<file path="config.mk">
export PLATFORM = sky130hd
export DESIGN_NAME = csrs_top
export DESIGN_NICKNAME = d
export VERILOG_FILES = /design/src/rtl/csrs_pkg.sv /design/src/rtl/csrs_top.sv
export SDC_FILE = /design/constraint.sdc
export NUM_CORES = 1
export LEC_CHECK = 0
export ABC_AREA = 1
export BUFFER_PORTS_ARGS = -buffer_cell sky130_fd_sc_hd__buf_2
export CORE_MARGIN = 5
export CORE_UTILIZATION = 35
export CTS_BUF_LIST = sky130_fd_sc_hd__clkbuf_8
export CTS_CLUSTER_SIZE = 30
export DETAILED_ROUTE_END_ITERATION = 7
export PLACE_DENSITY = 0.68
export SLEW_MARGIN = 20
export SYNTH_ARGS = -nofsm -noshare
export SYNTH_HDL_FRONTEND = slang
export SYNTH_SLANG_ARGS = --single-unit
</file>
<file path="constraint.sdc">
create_clock -name hclk -period 1.3 [get_ports hclk]
set_input_delay 0.26 -clock hclk [delete_from_list [all_inputs] [get_ports hclk]]
set_output_delay 0.26 -clock hclk [all_outputs]
set_load 0.01 [all_outputs]
</file>
<file path="src/rtl/csrs_pkg.sv">
// package: register map, fields, timing and carriers of the status/select block
package csrs_pkg;

   // register byte offsets
   localparam logic [7:0] CTRL_OFS = 8'h00;
   localparam logic [7:0] STAT_OFS = 8'h04;
   localparam logic [7:0] IRQ_STAT_OFS = 8'h08;
   localparam logic [7:0] IRQ_MASK_OFS = 8'h0C;
   localparam int ADDR_W = 8;

   // control word field positions
   localparam int CTRL_FUNC_BIT = 0;
   localparam int CTRL_POL_BIT = 1;
   localparam int CTRL_SEQ_BIT = 2;
   localparam int CTRL_SER_BIT = 3;
   localparam int CTRL_W = 4;
   localparam logic [3:0] CTRL_RST = 4'h0;

   // event bits of irq status and mask
   localparam int EVT_CONV_DONE = 0;
   localparam int EVT_FRAME = 1;
   localparam int EVT_READ = 2;
   localparam int EVT_W = 3;
   localparam logic [2:0] EVT_RST = 3'h0;

   // timing
   localparam int CLK_PERIOD_PS = 5000;
   localparam int CONV_CLK_PERIOD_PS = 50000;
   localparam int CCLK_CYCLES_I =
      (CONV_CLK_PERIOD_PS + CLK_PERIOD_PS - 1) / CLK_PERIOD_PS;
   localparam int CNT_W = 8;
   localparam logic [7:0] CCLK_CYCLES = CCLK_CYCLES_I[7:0];
   localparam logic [7:0] CNT_ZERO = 8'h00;
   localparam logic [7:0] CNT_ONE = 8'h01;

   localparam int DATA_W = 16;
   localparam logic [15:0] DATA_RST = 16'h0000;

   // host-side pins, as they arrive from the board
   typedef struct packed {
      logic select_or_frame_sync_in_n;
      logic rd_n;
      logic sel_a;
      logic sel_b;
   } csrs_host_pins_t;
   localparam csrs_host_pins_t PINS_IDLE = 4'hF;

   // event strobes from the converter core, same clock
   typedef struct packed {
      logic conv_start;
      logic pair_done;
      logic all_latched;
   } csrs_core_evt_t;

   // pin drivers towards the board
   typedef struct packed {
      logic status_out;
      logic data_oe;
      logic serial_data_out_a_oe;
      logic serial_data_out_b_oe;
   } csrs_pin_out_t;

endpackage

</file>
<file path="src/rtl/csrs_top.sv">
// status pin, select/frame-sync, read enable and serial-select logic with AHB-Lite control
//
// Summary of operation
// - busy behaviour: status goes active at conversion start and stays during conversion
// - busy ends when all six results are latched, inactive until next start
// - sequential mode: busy drops one conversion clock period per finished pair
// - interrupt behaviour: status set after conversion, held until result is read
// - polarity bit inverts active level of the status output in both behaviours
// - parallel mode: select low enables interface, activity ignored while high
// - serial mode: falling edge of select starts a frame transfer
// - parallel data driven only while read input is low
// - serial output B enabled while its select is high, disabled when low
module csrs_top (
   // clock and reset
   input wire logic hclk,
   input wire logic hresetn,
   // AHB-Lite slave
   input wire logic hsel,
   input wire logic [31:0] haddr,
   input wire logic [1:0] htrans,
   input wire logic hwrite,
   input wire logic [2:0] hsize,
   input wire logic [31:0] hwdata,
   input wire logic hready,
   output logic hreadyout,
   output logic [31:0] hrdata,
   output logic hresp,
   // converter core
   input wire csrs_pkg::csrs_core_evt_t core_evt,
   input wire logic [csrs_pkg::DATA_W-1:0] result_data,
   // board pins
   input wire csrs_pkg::csrs_host_pins_t host_pins,
   output csrs_pkg::csrs_pin_out_t pin_out,
   output logic [csrs_pkg::DATA_W-1:0] data_out,
   output logic frame_start,
   output logic irq
);
   import csrs_pkg::*;

   typedef enum logic [1:0] {
      ST_IDLE = 2'b00,
      ST_BUSY = 2'b01,
      ST_DIP = 2'b10
   } csrs_state_t;

   csrs_host_pins_t sync1_reg, sync2_reg, prev_reg;
   logic [CTRL_W-1:0] ctrl_reg;
   logic [EVT_W-1:0] irq_stat_reg, irq_mask_reg, evt_set;
   csrs_state_t state_reg, state_next;
   logic [CNT_W-1:0] dip_cnt_reg;
   logic int_pend_reg;
   logic status_pin_reg;
   logic [DATA_W-1:0] data_reg;
   logic frame_reg;
   logic wr_pend_reg;
   logic [ADDR_W-1:0] addr_reg;
   logic [31:0] rdata_next;

   logic func_bit, pol_bit, seq_bit, ser_bit;
   logic par_en, read_evt, fs_fall, busy_level, status_level;
   logic dip_start, wr_ctrl, wr_stat, wr_mask;

   assign func_bit = ctrl_reg[CTRL_FUNC_BIT];
   assign pol_bit = ctrl_reg[CTRL_POL_BIT];
   assign seq_bit = ctrl_reg[CTRL_SEQ_BIT];
   assign ser_bit = ctrl_reg[CTRL_SER_BIT];

   ////////////////////////////////////////////////////////////////////////////////
   // pin synchronisers; edges are taken from stage two only
   always_ff @(posedge hclk or negedge hresetn) begin
      if (!hresetn) begin
         sync1_reg <= PINS_IDLE;
         sync2_reg <= PINS_IDLE;
         prev_reg <= PINS_IDLE;
      end else begin
         sync1_reg <= host_pins;
         sync2_reg <= sync1_reg;
         prev_reg <= sync2_reg;
      end
   end

   // select gates the read strobe, data capture and data enable in parallel mode; the status pin is not gated
   assign par_en = !ser_bit && !sync2_reg.select_or_frame_sync_in_n;
   assign read_evt = par_en && prev_reg.rd_n && !sync2_reg.rd_n;
   assign fs_fall = ser_bit && prev_reg.select_or_frame_sync_in_n && !sync2_reg.select_or_frame_sync_in_n;

   ////////////////////////////////////////////////////////////////////////////////
   // busy sequencing
   assign dip_start = seq_bit && core_evt.pair_done && !core_evt.all_latched;

   always_comb begin
      state_next = state_reg;
      case (state_reg)
         ST_IDLE: begin
            if (core_evt.conv_start) begin
               state_next = ST_BUSY;
            end
         end
         ST_BUSY: begin
            if (core_evt.all_latched) begin
               state_next = ST_IDLE;
            end else if (dip_start) begin
               state_next = ST_DIP;
            end
         end
         ST_DIP: begin
            if (core_evt.all_latched) begin
               state_next = ST_IDLE;
            end else if (dip_cnt_reg == CNT_ONE) begin
               state_next = ST_BUSY;
            end
         end
         default: begin
            state_next = ST_IDLE;
         end
      endcase
   end

   always_ff @(posedge hclk or negedge hresetn) begin
      if (!hresetn) begin
         state_reg <= ST_IDLE;
      end else begin
         state_reg <= state_next;
      end
   end

   // dip length is one conversion clock period
   always_ff @(posedge hclk or negedge hresetn) begin
      if (!hresetn) begin
         dip_cnt_reg <= CNT_ZERO;
      end else if (state_reg == ST_BUSY && state_next == ST_DIP) begin
         dip_cnt_reg <= CCLK_CYCLES;
      end else if (dip_cnt_reg != CNT_ZERO) begin
         dip_cnt_reg <= dip_cnt_reg - CNT_ONE;
      end
   end

   assign busy_level = (state_reg == ST_BUSY);

   ////////////////////////////////////////////////////////////////////////////////
   // interrupt behaviour: set wins over a clearing read
   always_ff @(posedge hclk or negedge hresetn) begin
      if (!hresetn) begin
         int_pend_reg <= 1'b0;
      end else if (core_evt.all_latched) begin
         int_pend_reg <= 1'b1;
      end else if (read_evt || fs_fall) begin
         int_pend_reg <= 1'b0;
      end
   end

   assign status_level = func_bit ? int_pend_reg : busy_level;

   // pin level registered so it never glitches on a mode write
   always_ff @(posedge hclk or negedge hresetn) begin
      if (!hresetn) begin
         status_pin_reg <= 1'b0;
      end else begin
         status_pin_reg <= status_level ^ pol_bit;
      end
   end

   ////////////////////////////////////////////////////////////////////////////////
   // parallel data and output enables
   always_ff @(posedge hclk or negedge hresetn) begin
      if (!hresetn) begin
         data_reg <= DATA_RST;
      end else if (par_en && !sync2_reg.rd_n) begin
         data_reg <= result_data;
      end
   end

   always_ff @(posedge hclk or negedge hresetn) begin
      if (!hresetn) begin
         frame_reg <= 1'b0;
      end else begin
         frame_reg <= fs_fall;
      end
   end

   assign data_out = data_reg;
   assign frame_start = frame_reg;
   assign pin_out.status_out = status_pin_reg;
   // enables low means the pins float for other agents
   assign pin_out.data_oe = par_en && !sync2_reg.rd_n;
   assign pin_out.serial_data_out_a_oe = ser_bit && sync2_reg.sel_a;
   assign pin_out.serial_data_out_b_oe = ser_bit && sync2_reg.sel_b;

   ////////////////////////////////////////////////////////////////////////////////
   // AHB-Lite slave, zero wait states; writes land in the data phase
   assign hreadyout = 1'b1;
   assign hresp = 1'b0;

   always_ff @(posedge hclk or negedge hresetn) begin
      if (!hresetn) begin
         wr_pend_reg <= 1'b0;
         addr_reg <= CTRL_OFS;
      end else if (hready) begin
         wr_pend_reg <= hsel && htrans[1] && hwrite;
         if (hsel && htrans[1]) begin
            addr_reg <= haddr[ADDR_W-1:0];
         end
      end
   end

   assign wr_ctrl = wr_pend_reg && (addr_reg == CTRL_OFS);
   assign wr_stat = wr_pend_reg && (addr_reg == IRQ_STAT_OFS);
   assign wr_mask = wr_pend_reg && (addr_reg == IRQ_MASK_OFS);

   always_ff @(posedge hclk or negedge hresetn) begin
      if (!hresetn) begin
         ctrl_reg <= CTRL_RST;
      end else if (wr_ctrl) begin
         ctrl_reg <= hwdata[CTRL_W-1:0];
      end
   end

   always_ff @(posedge hclk or negedge hresetn) begin
      if (!hresetn) begin
         irq_mask_reg <= EVT_RST;
      end else if (wr_mask) begin
         irq_mask_reg <= hwdata[EVT_W-1:0];
      end
   end

   always_comb begin
      evt_set = EVT_RST;
      evt_set[EVT_CONV_DONE] = core_evt.all_latched;
      evt_set[EVT_FRAME] = fs_fall;
      evt_set[EVT_READ] = read_evt;
   end

   // write one to clear; a same-cycle event keeps its bit
   always_ff @(posedge hclk or negedge hresetn) begin
      if (!hresetn) begin
         irq_stat_reg <= EVT_RST;
      end else begin
         irq_stat_reg <= (irq_stat_reg & ~(wr_stat ? hwdata[EVT_W-1:0] : EVT_RST)) | evt_set;
      end
   end

   assign irq = |(irq_stat_reg & irq_mask_reg);

   // reads are combinational off the latched address
   always_comb begin
      rdata_next = 32'h0000_0000;
      case (addr_reg)
         CTRL_OFS: rdata_next[CTRL_W-1:0] = ctrl_reg;
         STAT_OFS: begin
            rdata_next[0] = busy_level;
            rdata_next[1] = int_pend_reg;
            rdata_next[2] = status_pin_reg;
            rdata_next[3] = sync2_reg.select_or_frame_sync_in_n;
            rdata_next[4] = sync2_reg.rd_n;
            rdata_next[5] = sync2_reg.sel_a;
            rdata_next[6] = sync2_reg.sel_b;
            rdata_next[7] = (state_reg == ST_DIP);
         end
         IRQ_STAT_OFS: rdata_next[EVT_W-1:0] = irq_stat_reg;
         IRQ_MASK_OFS: rdata_next[EVT_W-1:0] = irq_mask_reg;
         default: rdata_next = 32'h0000_0000;
      endcase
   end

   assign hrdata = rdata_next;
endmodule

</file>
After elaboration in Yosys (flattened, before gate mapping)

Index checks and enable logic that the tools add are counted.

Reductions and logical operators: 28
Mux-type cells: 15
Equal/unequal tests: 7
Bitwise gates (word level): 5
Add/sub/neg operators: 1

Operators by type and width:

| operator                                                            | number |
|---|---|
| 8-bit by 4-bit == test with 1-bit output (second input constant)    | 2 |
| 1-bit logical AND                                                   | 16 |
| 8-bit 2-to-1 mux                                                    | 2 |
| 3-bit case mux with 4 select lines                                  | 1 |
| 2-bit 2-to-1 mux                                                    | 5 |
| 8-bit by 1-bit == test with 1-bit output (second input constant)    | 1 |
| 8-bit by 3-bit == test with 1-bit output (second input constant)    | 1 |
| 8-bit zero test                                                     | 1 |
| 8-bit nonzero test                                                  | 1 |
| 8-bit by 1-bit subtractor with 8-bit output (second input constant) | 1 |
| 3-bit bitwise AND                                                   | 2 |
| 2-bit case mux with 3 select lines                                  | 1 |
| 2-bit == test (second input constant)                               | 2 |
| 1-bit zero test                                                     | 4 |
| 4-bit 2-to-1 mux                                                    | 1 |
| 2-bit nonzero test                                                  | 2 |
| 1-bit 2-to-1 mux                                                    | 3 |
| 3-bit 2-to-1 mux                                                    | 1 |
| 3-bit NOT                                                           | 1 |
| 3-bit bitwise OR                                                    | 1 |
| 3-bit OR reduction                                                  | 1 |
| 2-bit by 1-bit == test with 1-bit output (second input constant)    | 1 |
| 2-bit zero test                                                     | 1 |
| 1-bit case mux with 2 select lines                                  | 1 |
| 3 further kinds                                                     | 3 |

Word-level logic and storage cells: 77
Bits of input ports: 97
Output and inout port bits: 56
Flip-flop bits (word level): 58

Longest topological paths before layout

Gate-level depths: netlist of the first run.

Depth in word-level cells: 8
Depth in mapped cells: 7
Gate-level depth less buffers: 7

Least setup slack after synthesis of the first run

OpenSTA, ideal clock, no wires.

Kind: register to output
From: register addr_reg[7]
To: output port hrdata[3]
Stages on the path, launching flop included: 6
Path buffers: 0
Data arrival time: 1149 ps
Required time: 1040 ps
Path slack: -109 ps
Cell sequence: dfrtp_1 > nor2_1 > nand2_1 > clkinv_1 > nand2_1 > o21ai_0

Word-level cells in the longest chain between the ends: 2
Elaborated cells on any way between the ends: 3
Classes of those cells: 1 x eq/ne; 1 x mux; 1 x reduce/logical

RTL lines:

| element                                                                     | line            | RTL |
|---|---|---|
| start: declaration                                                          | csrs_top.sv:56  | `logic [ADDR_W-1:0] addr_reg;` |
| start signal: assignment                                                    | csrs_top.sv:201 | `addr_reg <= haddr[ADDR_W-1:0];` |
| 8-bit by 3-bit == test with 1-bit output or 8-bit zero test (tied branches) | csrs_top.sv:247 | `case (addr_reg)` |
| 1-bit case mux with 2 select lines *                                        | csrs_top.sv:247 |  |
| end: declaration                                                            | csrs_top.sv:26  | `output logic [31:0] hrdata,` |

Every way passes the cells marked *; elsewhere a longest branch is shown, timed or not.

Final worst setup path of the first run

From: register addr_reg[1]
To: output port hrdata[2]

Word-level cells in the longest chain between the ends: 2
Elaborated cells on any way between the ends: 5
Classes of those cells: 3 x eq/ne; 1 x mux; 1 x reduce/logical

RTL lines:

| element                                                                | line |
|---|---|
| 8-bit by 4-bit == test with 1-bit output, or another cell as far along | csrs_top.sv:247 |
| 3-bit case mux with 4 select lines *                                   | csrs_top.sv:247 |

Marks and branches as above.

==> results.md, run 1 <==
Status:
- The run finished, with violations left.
- The checks that failed: setup timing.

Flow run:
- The number of maximum-capacitance violations is 0.

Power:
- The cell area power density is around 1500 mW/mm^2.
- The power consumption is approximately 5.6 mW.
- IR analysis of the VDD net gives a maximum drop of 743.8 uV.
- In this run the static leakage power is 1.916 nW.

Global route:
- The leftover overflow at the end of global routing is 0.
- The initial antenna violation count came to 0.
- The wire length of the first global-routing pass is 10900 microns.
- The number of global-route vias before repair is 2379.
- The largest net degree at the start of global routing is 23.
- The global routing usage summed across all routing layers is between 10 and 15%.

Synthesis:
- Summing the areas of all xor and xnor instances in the mapped netlist gives 0.9459% of the synthesized area.
- The synthesized cell area is 0.002778 sq mm.
- The gate count after technology mapping is 324.
- The proportion of synthesized area in mux cells is between 1.5 and 2%.
- The synthesized area per cell is 8.573 sq um.
- The share of synthesized area occupied by flip-flops and latches is 52.70%.
- During synthesis, Yosys emitted a total of 0 warnings.
- The post-synthesis simple-gate area fraction is 28.74%.
- The adder-cell area share of the yosys netlist is less than 1%.
- The compound-gate portion of the synthesized area is 2.117%.
- The main combinational cell family by area after synthesis is simple AND/OR/NAND/NOR gates.
- The synthesized flop and latch total is between 50 and 60.
- Counting distinct cell types in the post-synthesis netlist gives 28.

Hold path:
- The path type of the worst min-delay path is in -> reg.

Setup path:
- The number of buffers and inverters on the critical path is 1.
- Setup slack on the worst reg-to-reg path comes out at -0.13 ns.
- The endpoint arrival time on the critical path is 1.50 ns.
- The kind of end point of the critical path is a primary output.
- The kind of cell with the highest combined delay on the critical path is simple AND/OR/NAND/NOR gates.
- Data on the critical path is required at its endpoint by 1.04 ns.
- The largest fanout of any net on the critical path is 5.
- The worst setup path is launched from a flop.
- The maximum cell stage delay along the critical path is approximately 0.40 ns.
- The slowest cell on the critical path is dfrtp_1.
- The setup path with the least slack is of type reg -> out.
- The critical path goes through nor2_2, nand3_2, nor2_4, nand2_1, nand4_1, buf_2.

STA:
- Setup repair after global routing could not meet its margin everywhere.
- The number of max-slew violations in the final report came to 0.
- The total count of hold-check failures in the final report is 0.
- The share of the clock period used by the worst path after layout is 135.7%.
- Derived from the worst setup path, the maximum achievable clock frequency is around 570 MHz.
- The final count of negative-setup-slack endpoints is 19.
- The clock skew after layout is 0.007724 ns.
- The clock period minus worst slack is 1.764 ns.
- The post-route worst setup slack is -0.4641 ns.

Layout:
- Once layout is complete, the utilization of the core stands at about 50%.
- The number of filler cells placed in the layout is 747.
- The net count reported at finish is 535.
- The register with the most flip-flops in the layout has 16 of them.
- The multi-input combinational cell area is 0.001154 sq mm.
- Of the cells placed in the final design, the portion with a size suffix greater than 1 is a little under two fifths.
- The sequential cells in the finished layout cover a total of ~0.0015 sq mm.
- The area growth from synthesis to layout is 36.26%.
- The number of antenna diodes in the final layout is 0.

Floorplan:
- The number of placement rows is 32.
- The die covers between 0.009 and 0.01 sq mm.
- The floorplan core area is 0.007727 sq mm.
- In this run the horizontal extent of the chip is 99.09 microns.
- The floorplan step set the die height to 99.09 microns.
- For this design the top-level I/O count stands at 153.
- The initial core utilization is 35.95%.

Detailed routing:
- For this run, design rule violations remaining after detail routing come to 0.
- Dividing the detail-routed via count by the number of cells gives roughly 4.4.
- After detailed routing, the total wire length is 6534 microns.
- Summing over every cut layer, the via total after detailed routing is 2401.
- The first detailed-routing pass ran for 4 iterations.
- The remaining antenna violation count is 0.
- The routed wire length per instance is 12.03 microns.
- For this block, the initial DRC count from the detailed router was 103.

Placed design:
- The wire-length estimate of the detail-placed layout is 4831 microns.
- At the end of routability-driven placement, the weighted congestion stood at 0.8907.
- In this run the tool buffered the top-level ports with 70 buffer cells.

Clocking:
- The number of clock buffers inserted by TritonCTS is 9.
- The root buffer cell is clkbuf_8.
- After clock tree synthesis, the clock-pin slew on the worst setup and hold paths is 0.07 ns.
- The count of clock tree sinks is a little under 60.
- The maximum number of buffers from clock root to sink is 2.
- CTS built an H-tree with a depth of 3.
- The latest clock arrival within the worst-skew pair is 0.33 ns.
- The CTS tree is yes.
-- stage by stage --
stage	setup TNS (ns)	area (sq um)	instances	worst slack, ns	hold WS (ns)
6_report	-4.034	3785	543	-0.4641	0.1278
4_1_cts	-4.105	3717	540	-0.4607	0.1027
2_1_floorplan	-0.03942	2874	348	-0.009856	-0.03559
5_1_grt	-6.705	3785	543	-0.5960	0.1095
3_5_place_dp	-1.399	3346	516	-0.1437	0.2231
3_3_place_gp	-1.369	3346	516	-0.1400	0.2243
-- placed cells by master, fill, tap and decap left out, drive strengths merged --
master	Yosys	layout
dfstp	10	10
conb	2	26
nand4	6	6
dlygate4sd3	0	5
dfrtp	48	48
mux2	4	4
nor2	30	30
o21ai	5	5
inv	30	31
ha	2	2
clkbuf	1	10
o211ai	1	1
nor3	3	3
clkinvlp	0	2
nand2	106	106
a21oi	4	4
buf	30	103
nand3	37	37
bufinv	0	2
o22ai	1	1
xor2	3	3
clkinv	1	2
-- metal layers --
layer  GRT usage (%)  vias up  routed length [microns]
met5               0        -                        0
met4           4.727        0                       46
met3           4.600        6                      596
met2           22.62       98                     3147
met1           17.43     1107                     2743
li1                -     1190                        -
-- cells in the mapped netlist --
library cell / n / area share [%]
inv_4: 1 / 0.23
conb_1: 2 / 0.27
o22ai_1: 1 / 0.23
nor3_2: 1 / 0.36
nand4_2: 1 / 0.45
nor2_4: 2 / 0.81
nor3_4: 1 / 0.59
dfstp_2: 10 / 9.5
ha_1: 2 / 0.90
clkinv_1: 1 / 0.14
buf_6: 2 / 0.81
o211ai_1: 1 / 0.27
dfrtp_1: 48 / 43
clkbuf_1: 1 / 0.14
nand3_1: 37 / 6.7
nand4_1: 5 / 1.1
inv_1: 29 / 3.9
buf_2: 1 / 0.18
nor2_1: 25 / 3.4
nor2_2: 3 / 0.68
nand2_1: 104 / 14
nand2_2: 2 / 0.45
a21oi_1: 4 / 0.72
xor2_1: 3 / 0.95
buf_4: 27 / 7.3
nor3_1: 1 / 0.18
mux2_2: 4 / 1.6
o21ai_0: 5 / 0.90
-- power by group --
group          internal [mW]  total (mW)  leakage [nW]  switching (mW)
registers               2.09        2.28         0.601           0.195
logic                  0.637        1.42          1.21           0.785
clock network           1.13        1.90         0.109           0.762
-- cell type report --
class	count	area share, %
clock buffer	10	3.636
tap	102	3.372
multi-input combinational	228	30.48
timing repair buffer	108	18.35
sequential	58	38.68
inverter	31	3.140
clock inverter	6	2.347
-- kinds of logic (layout without fill, tap and decap cells) --
family,count (synthesis),after routing
multiplexers,4,4
adder cells (fa/ha/maj),2,2
buffers and inverters,62,155
AO/OA/AOI/OAI,11,11
flip-flops,58,58
AND/OR/NAND/NOR,182,182
XOR/XNOR,3,3
other,2,26
-- tightest hold or removal path, cell delays in order --
cell and delay, ns:
buf_2 0.07, nand2_1 0.04, nand2_1 0.05
-- worst paths after layout --
check                                from           end  depth (start not counted)
setup reg to reg              addr_reg[1]   ctrl_reg[3]                          8
hold / removal             result_data[4]   data_out[4]                          3
max in group asynchronous         hresetn   prev_reg[3]                          3
setup / recovery              addr_reg[1]     hrdata[2]                          6
min in group asynchronous         hresetn   ctrl_reg[1]                          2
hold reg to reg              sync1_reg[1]  sync2_reg[1]                          0
-- timing repair --
action / CTS / global route
buffers inserted: 3 / 3
setup endpoints to repair: 19 / 29
pin swaps: 14 / 6
hold buffers: 5 / 0
resized for setup: 20 / 13
endpoints found under the hold margin: 13 / 0
Power figures use the tool's default switching activity.
==> run 2: changes to the inputs <==
==> constraint.sdc (replaced) <==
create_clock -name hclk -period 1.4 [get_ports hclk]
set_input_delay 0.28 -clock hclk [delete_from_list [all_inputs] [get_ports hclk]]
set_output_delay 0.28 -clock hclk [all_outputs]
set_load 0.01 [all_outputs]
==> run 2 against run 1 <==
The run still ends with setup timing left. Die area stayed put. Core utilization is 2.1 points lower. Flip-flop and latch count stayed put. Largest cell class unchanged. Largest power group unchanged.
==> results.md, run 2 (same netlist as run 1, synthesis figures left out) <==
STA:
- Derived from the worst setup path, the maximum achievable clock frequency is approximately 560 MHz.
- The number of max-slew violations in the final report is 0.
- The post-route worst setup slack is -0.3790 ns.
- Setup repair after global routing could not meet its margin everywhere.
- On the final layout, the worst clock skew is 0.006312 ns.
- The total count of hold-check failures in the final report is 0.
- The clock period minus worst slack is 1.779 ns.
- Setup violations remaining at the end of the flow were counted as 14.
- The final worst hold slack is 0.03885 ns.
- The total negative setup slack is -3.341 ns.
- The share of the clock period used by the worst path after layout is 127.1%.

Floorplan:
- In this run the horizontal extent of the chip is between 90 and 100 microns.
- The die covers around 0.01 sq mm.
- The die is 99.09 microns tall.
- The initialized floorplan defines 32 standard-cell rows.
- Once the floorplan was initialized, standard cells occupied 35.95% of the core.
- In this run the standard cell core region covers between 0.007 and 0.008 sq mm.
- The number of top-level pins is 153.

Layout:
- The net count reported at finish is roughly 520.
- The area growth from synthesis to layout is 30.32%.
- The top cell types in the final layout, fill and taps aside, are nand2_1, buf_2, dfrtp_1, nand3_1, conb_1.
- Of the cells placed in the final design, the portion with a size suffix greater than 1 is between 30% and 40%.
- Leaving out fill and tap cells, the most frequent cell in the layout is nand2_1.
- Fill cells in the final layout number around 770.
- The count of cells in the finished layout, fillers not included, comes to 529.
- The register with the most flip-flops in the layout has 16 of them.
- 0 antenna diodes ended up in the layout.
- The sequential cell area is 0.001465 sq mm.
- The multi-input combinational cell area is ~0.0012 sq mm.

Hold path:
- The path with the worst hold slack has its endpoint at sync1_reg[0].
- The number of instances on the worst hold path is 1.
- In this run the most critical hold path is launched from host_pins[0].
- The path class of the tightest hold or removal check is in -> reg.

Power:
- The cell area power density is around 1300 mW/mm^2.
- The design draws 4.864 mW.
- Across the VDD grid, the largest voltage drop is roughly 580 uV.
- The leakage component of the power is 1.839 nW.

Placed design:
- The estimated wirelength of the detail-placed design is 4546 microns.
- The worst-case setup slack after placement is -0.08371 ns.
- The total placed cells including tap cells is 506.
- In this run the tool buffered the top-level ports with 70 buffer cells.
- The congestion estimate from routability-driven global placement came to 0.9277.

Clocking:
- The CTS H-tree depth is 3.
- The maximum number of buffers from clock root to sink is 2.
- The root buffer cell is clkbuf_8.
- The number of clock buffers inserted by TritonCTS is 9.
- The CTS tree is yes.
- Clock tree synthesis found a total of 58 sinks.
- The clock slew at the register clock pins of the worst setup and hold paths is 0.07 ns.
- The latest clock arrival within the worst-skew pair is 0.33 ns.

Flow run:
- The number of maximum-capacitance violations is 0.

Setup path:
- Data on the critical path is required at its endpoint by around 1.1 ns.
- Counting cells, the worst reg-to-reg path comes to 9.
- In this run the critical register-to-register path is captured at irq_mask_reg[2].
- The worst register-to-register path begins at addr_reg[7].
- The critical path is of the reg -> out type.
- The worst setup path is launched from a flop.
- STA classifies the critical path endpoint as a primary output.
- The setup check on the worst reg-to-reg path leaves a slack of -0.21 ns.
- In this run the worst setup path begins at addr_reg[7].
- Data arrives at the worst endpoint at 1.50 ns.
- The largest fanout of any net on the critical path is 9.

Status:
- The checks that failed: setup timing.
- The flow ran to the end, but the final reports show violations.

Global route:
- The number of global-route vias before repair was 2344.
- The first global-routing pass estimated 10670 microns of wire.
- For this run, the total global-route usage over all layers was measured as 13.51%.
- The initial antenna violation count is 0.
- After global routing the overflow that remains totals 0.
- Entering global routing, the biggest net connects 59 pins.

Detailed routing:
- The routed via count divided by cell count is about 4.4.
- The remaining antenna violation count is 0.
- The number of violations reported at the end of detailed-routing iteration 0 is ~80.
- After detailed routing, the total wire length is 6319 microns.
- In the routed design, unresolved DRC markers number 0.
- The via count of the routed design is about 2300.
- The routed wire length per instance is 11.95 microns.
- For this run, the detailed router's first-pass iteration total came to 4.
run 2: metrics by stage:
stage | cell area, sq um | util [%]
2_1_floorplan | 2868 | -
3_3_place_gp | 3252 | 42.08
3_5_place_dp | 3252 | 42.08
4_1_cts | 3561 | 46.08
6_report | 3620 | 46.84
5_1_grt | 3620 | 46.84
run 2: report_power, final:
group          total, mW  switching [mW]  internal, mW
clock               1.50           0.648         0.857
sequential          2.14           0.200          1.94
combinational       1.22           0.707         0.513
run 2: area by class of cell:
cell class                 instances  share of cell area (%)
tap                              102                   3.526
sequential                        58                   40.48
clock inverter                     6                   1.590
inverter                          31                   3.318
multi-input combinational        229                   31.84
timing repair buffer              93                   15.45
clock buffer                      10                   3.802
run 2: timing repair:
item                                   4_1_cts  5_1_grt
hold buffers                                 1        0
pin swaps                                    7       10
gates cloned                                 1        0
resized for setup                           23       16
setup buffers                                4        1
endpoints found under the hold margin       48        0
setup endpoints to repair                   11       23
run 2: worst max path at each step:
| stage | end | slack [ns] |
|---|---|---|
| 6_report | hrdata[1] | -0.38 |
| 2_1_floorplan | hrdata[3] | 0.05 |
| 3_3_place_gp | hrdata[3] | -0.07 |
| 3_5_place_dp | hrdata[1] | -0.08 |
| 4_1_cts | hrdata[2] | -0.35 |
| 5_1_grt | hrdata[1] | -0.51 |
run 2: routing by layer:
metal  part of all wire (%)  routed length (microns)  global-route usage (%)
met5                      0                        0                       0
met4                    1.4                       89                   4.307
met3                    8.0                      507                   5.096
met2                     47                     2982                   22.11
met1                     43                     2739                   16.47
run 2: critical path: stages, from the launching register on:
cell and delay [ns]:
dfrtp_1 0.39, nor2_2 0.12, nand2_2 0.11, clkinv_2 0.08, buf_6 0.12, nand3_1 0.08
nand4_1 0.11, buf_2 0.14
==> run 3: changes to the inputs <==
--- a/config.mk
+++ b/config.mk
@@ -6,13 +6,11 @@
 export NUM_CORES = 1
 export LEC_CHECK = 0
 export ABC_AREA = 1
-export BUFFER_PORTS_ARGS = -buffer_cell sky130_fd_sc_hd__buf_2
 export CORE_MARGIN = 5
 export CORE_UTILIZATION = 35
-export CTS_BUF_LIST = sky130_fd_sc_hd__clkbuf_8
 export CTS_CLUSTER_SIZE = 30
 export DETAILED_ROUTE_END_ITERATION = 7
-export PLACE_DENSITY = 0.68
+export DONT_BUFFER_PORTS = 1
 export SLEW_MARGIN = 20
 export SYNTH_ARGS = -nofsm -noshare
 export SYNTH_HDL_FRONTEND = slang
==> run 3 against run 2 <==
The flow finishes with violations (hold timing, setup timing). Hold slack got worse by 0.40 ns. Flip-flop and latch count unchanged. Sequential power about the same. Die area unchanged. Clock power increased by 3%. Sequential share of layout area increased by 3.6 points. Power decreased by 2.7%. Via count decreased by 9.0%. Cell count decreased by 11%. Core utilization decreased by 3.9 points. Highest routed layer unchanged.
==> results.md, run 3 (same netlist as run 1, synthesis figures left out) <==
Power:
- The share of total power dissipated in sequential elements is 45.9%.
- The cell internal power dissipation is about 3.2 mW.
- For this design the ratio of total power to cell area is ~1400 mW/mm^2.
- The peak supply drop is 709.5 uV.
- The power consumption is 4.734 mW.
- The share of power burned in the clock network is 32.6%.
- The switching share of power is a little under a third.
- The analysis attributes to cell leakage a power of 1.641 nW.
- For this design the total switching power over the nets is 1.494 mW.
- Of the total power, combinational logic draws 21.5%.

Detailed routing:
- The remaining antenna violation count is 0.
- In the final routed layout, each cell accounts on average for about 13 microns.
- Before antenna repair, the detailed router went through 5 iterations.
- Across all layers, the routed design uses 2105 vias.
- The final routed DRC violation total is 0.
- The number of violations reported at the end of detailed-routing iteration 0 is 118.
- The routed via count divided by cell count is roughly 4.5.
- The wire length after detailed routing is slightly above 6000 microns.

Layout:
- In the layout the commonest cells are nand2_1, dfrtp_1, nand3_1, inv_1, buf_4.
- The multi-input combinational cell area is 0.001115 sq mm.
- The flip-flop count of the largest register, all copies and words added is 16.
- Measured on the finished design, the core utilization comes to 42.94%.
- The antenna diode count is 0.
- The commonest non-fill, non-tap cell in the layout is nand2_1.
- The final cell count without fillers is around 470.
- The layout cell share with drive strength beyond 1 is a little under a quarter.
- The number of filler cells placed in the layout is 775.
- Relative to the synthesized area, the layout overhead comes to 19.46%.
- The sequential cells in the finished layout cover a total of 0.001464 sq mm.
- The net count reported at finish is 463.

Flow run:
- Max-cap violations in this run came to 0.

STA:
- The share of the clock period used by the worst path after layout is 128.5%.
- Final hold analysis gives a worst-case slack of -0.3586 ns.
- The total count of hold-check failures in the final report came to 58.
- For the final database, setup skew stands at approximately 0.009 ns.
- The post-route worst setup slack is -0.3993 ns.
- The clock period minus worst slack is about 1.8 ns.
- The number of max-slew violations in the final report is 0.
- Timing would allow up to 555.8 MHz.
- Setup repair after global routing could not meet its margin everywhere.
- Setup violations remaining at the end of the flow were counted as 12.

Global route:
- The largest net degree at the start of global routing is 59.
- The first global-routing pass estimated 9715 microns of wire.
- The total overflow left after global routing is 0.
- The number of global-route vias before repair was approximately 2000.
- The initial antenna violation count came to 0.
- The global routing usage summed across all routing layers is 12.50%.

Floorplan:
- The die is 99.09 microns wide.
- The die height is 99.09 microns.
- The number of top-level pins is 153.
- The initial utilization of the core area, before any placement, comes to 35.95%.
- The core region is 0.007727 sq mm.
- The number of placement rows is 32.
- The total die area is 0.009818 sq mm.

Clocking:
- The number of hold buffers added after CTS was 4.
- Clock tree synthesis selected as its root buffer the cell clkbuf_8.
- The maximum number of buffers from clock root to sink is 2.
- CTS saw 58 sinks.
- The number of clock buffers inserted by TritonCTS is 9.
- The CTS tree is yes.
- The H-tree was split into 3 levels.
- The clock slew at the register clock pins of the worst setup and hold paths is 0.07 ns.
- The clock reaches the later pin of the worst-skew pair after between 0.3 and 0.4 ns.

Placed design:
- The total placed cells including tap cells is 445.
- The final weighted congestion in routability-driven placement is ~0.81.
- The worst-case setup slack after placement is -0.1250 ns.
- The count of buffers inserted at the top-level ports is 0.
- The estimated wirelength of the detail-placed design is 4435 microns.

Setup path:
- Along the worst path, the maximum fanout reaches 5.
- The kind of end point of the critical path is a primary output.
- The slowest cell on the critical path is dfrtp_1.
- The critical path goes through nor2_2, nand2_2, buf_6, nor2_4, nand2_1, o21ai_1, buf_4.
- The startpoint class of the critical path is a flop.
- The worst setup path is of the reg -> out kind.
- The endpoint arrival time on the critical path is 1.52 ns.
- The critical path required time is about 1.1 ns.
- In this design, the stage delay of the slowest critical-path cell is ~0.39 ns.

Status:
- The final reports fail on hold timing, setup timing.
- The run finished, with violations left.

Hold path:
- The worst hold path belongs to the class in -> async.
[run 3: cell type report]
| type | count | share of cell area [%] |
|---|---|---|
| Clock buffer | 10 | 4.148 |
| Clock inverter | 6 | 1.998 |
| Inverter | 31 | 3.582 |
| Multi-Input combinational cell | 228 | 33.60 |
| Sequential cell | 58 | 44.12 |
| Tap cell | 102 | 3.846 |
| Timing Repair Buffer | 36 | 8.710 |
[run 3: per-layer routing]
| metal | GRT usage, % | vias up | wire length (microns) |
|---|---|---|---|
| met4 | 3.782 | 0 | 74 |
| met3 | 4.883 | 8 | 537 |
| met5 | 0 | - | 0 |
| met1 | 15.68 | 984 | 2692 |
| li1 | - | 1039 | - |
| met2 | 19.94 | 74 | 2758 |
[run 3: worst paths after layout]
check | slack, ns | end | startpoint | depth (start not counted)
max | -0.40 | hrdata[3] | addr_reg[7] | 7
min | -0.36 | state_reg[0] | hresetn | 0
max reg2reg | -0.03 | ctrl_reg[3] | addr_reg[7] | 9
min reg2reg | 0.36 | sync2_reg[2] | sync1_reg[2] | 0
max in group asynchronous | 1.56 | sync2_reg[0] | hresetn | 0
min in group hclk | 0.04 | wr_pend_reg | hready | 1
[run 3: per-stage QoR]
step	TNS, ns	instance area (sq um)
2_1_floorplan	0	2868
3_3_place_gp	-0.3031	2957
3_5_place_dp	-0.3849	2957
4_1_cts	-2.474	3258
5_1_grt	-3.605	3318
6_report	-2.280	3318
[run 3: worst max-delay path, delay by kind of cell (launching register included)]
family,cells,cell delay (ns)
compound gates,1,0.08
flops,1,0.39
simple gates,4,0.45
buf+inv,2,0.26
[run 3: what timing repair did]
action / 4_1_cts / 5_1_grt
endpoints found under the setup margin: 12 / 22
buffers inserted: 3 / 2
pin swaps: 8 / 14
gates resized for setup: 9 / 15
endpoints found under the hold margin: 62 / 58
gates cloned: 1 / 0
[run 3: power groups by stage]
| stage | sequential, mW | combinational [mW] | clock, mW |
|---|---|---|---|
| finish | 2.17 | 1.02 | 1.54 |
| detailed placement | 2.20 | 0.959 | 0 |
| CTS | 2.17 | 0.987 | 1.60 |
| global route | 2.21 | 1.17 | 1.67 |
| global placement | 2.19 | 0.931 | 0 |
| floorplan | 2.14 | 0.741 | 0 |
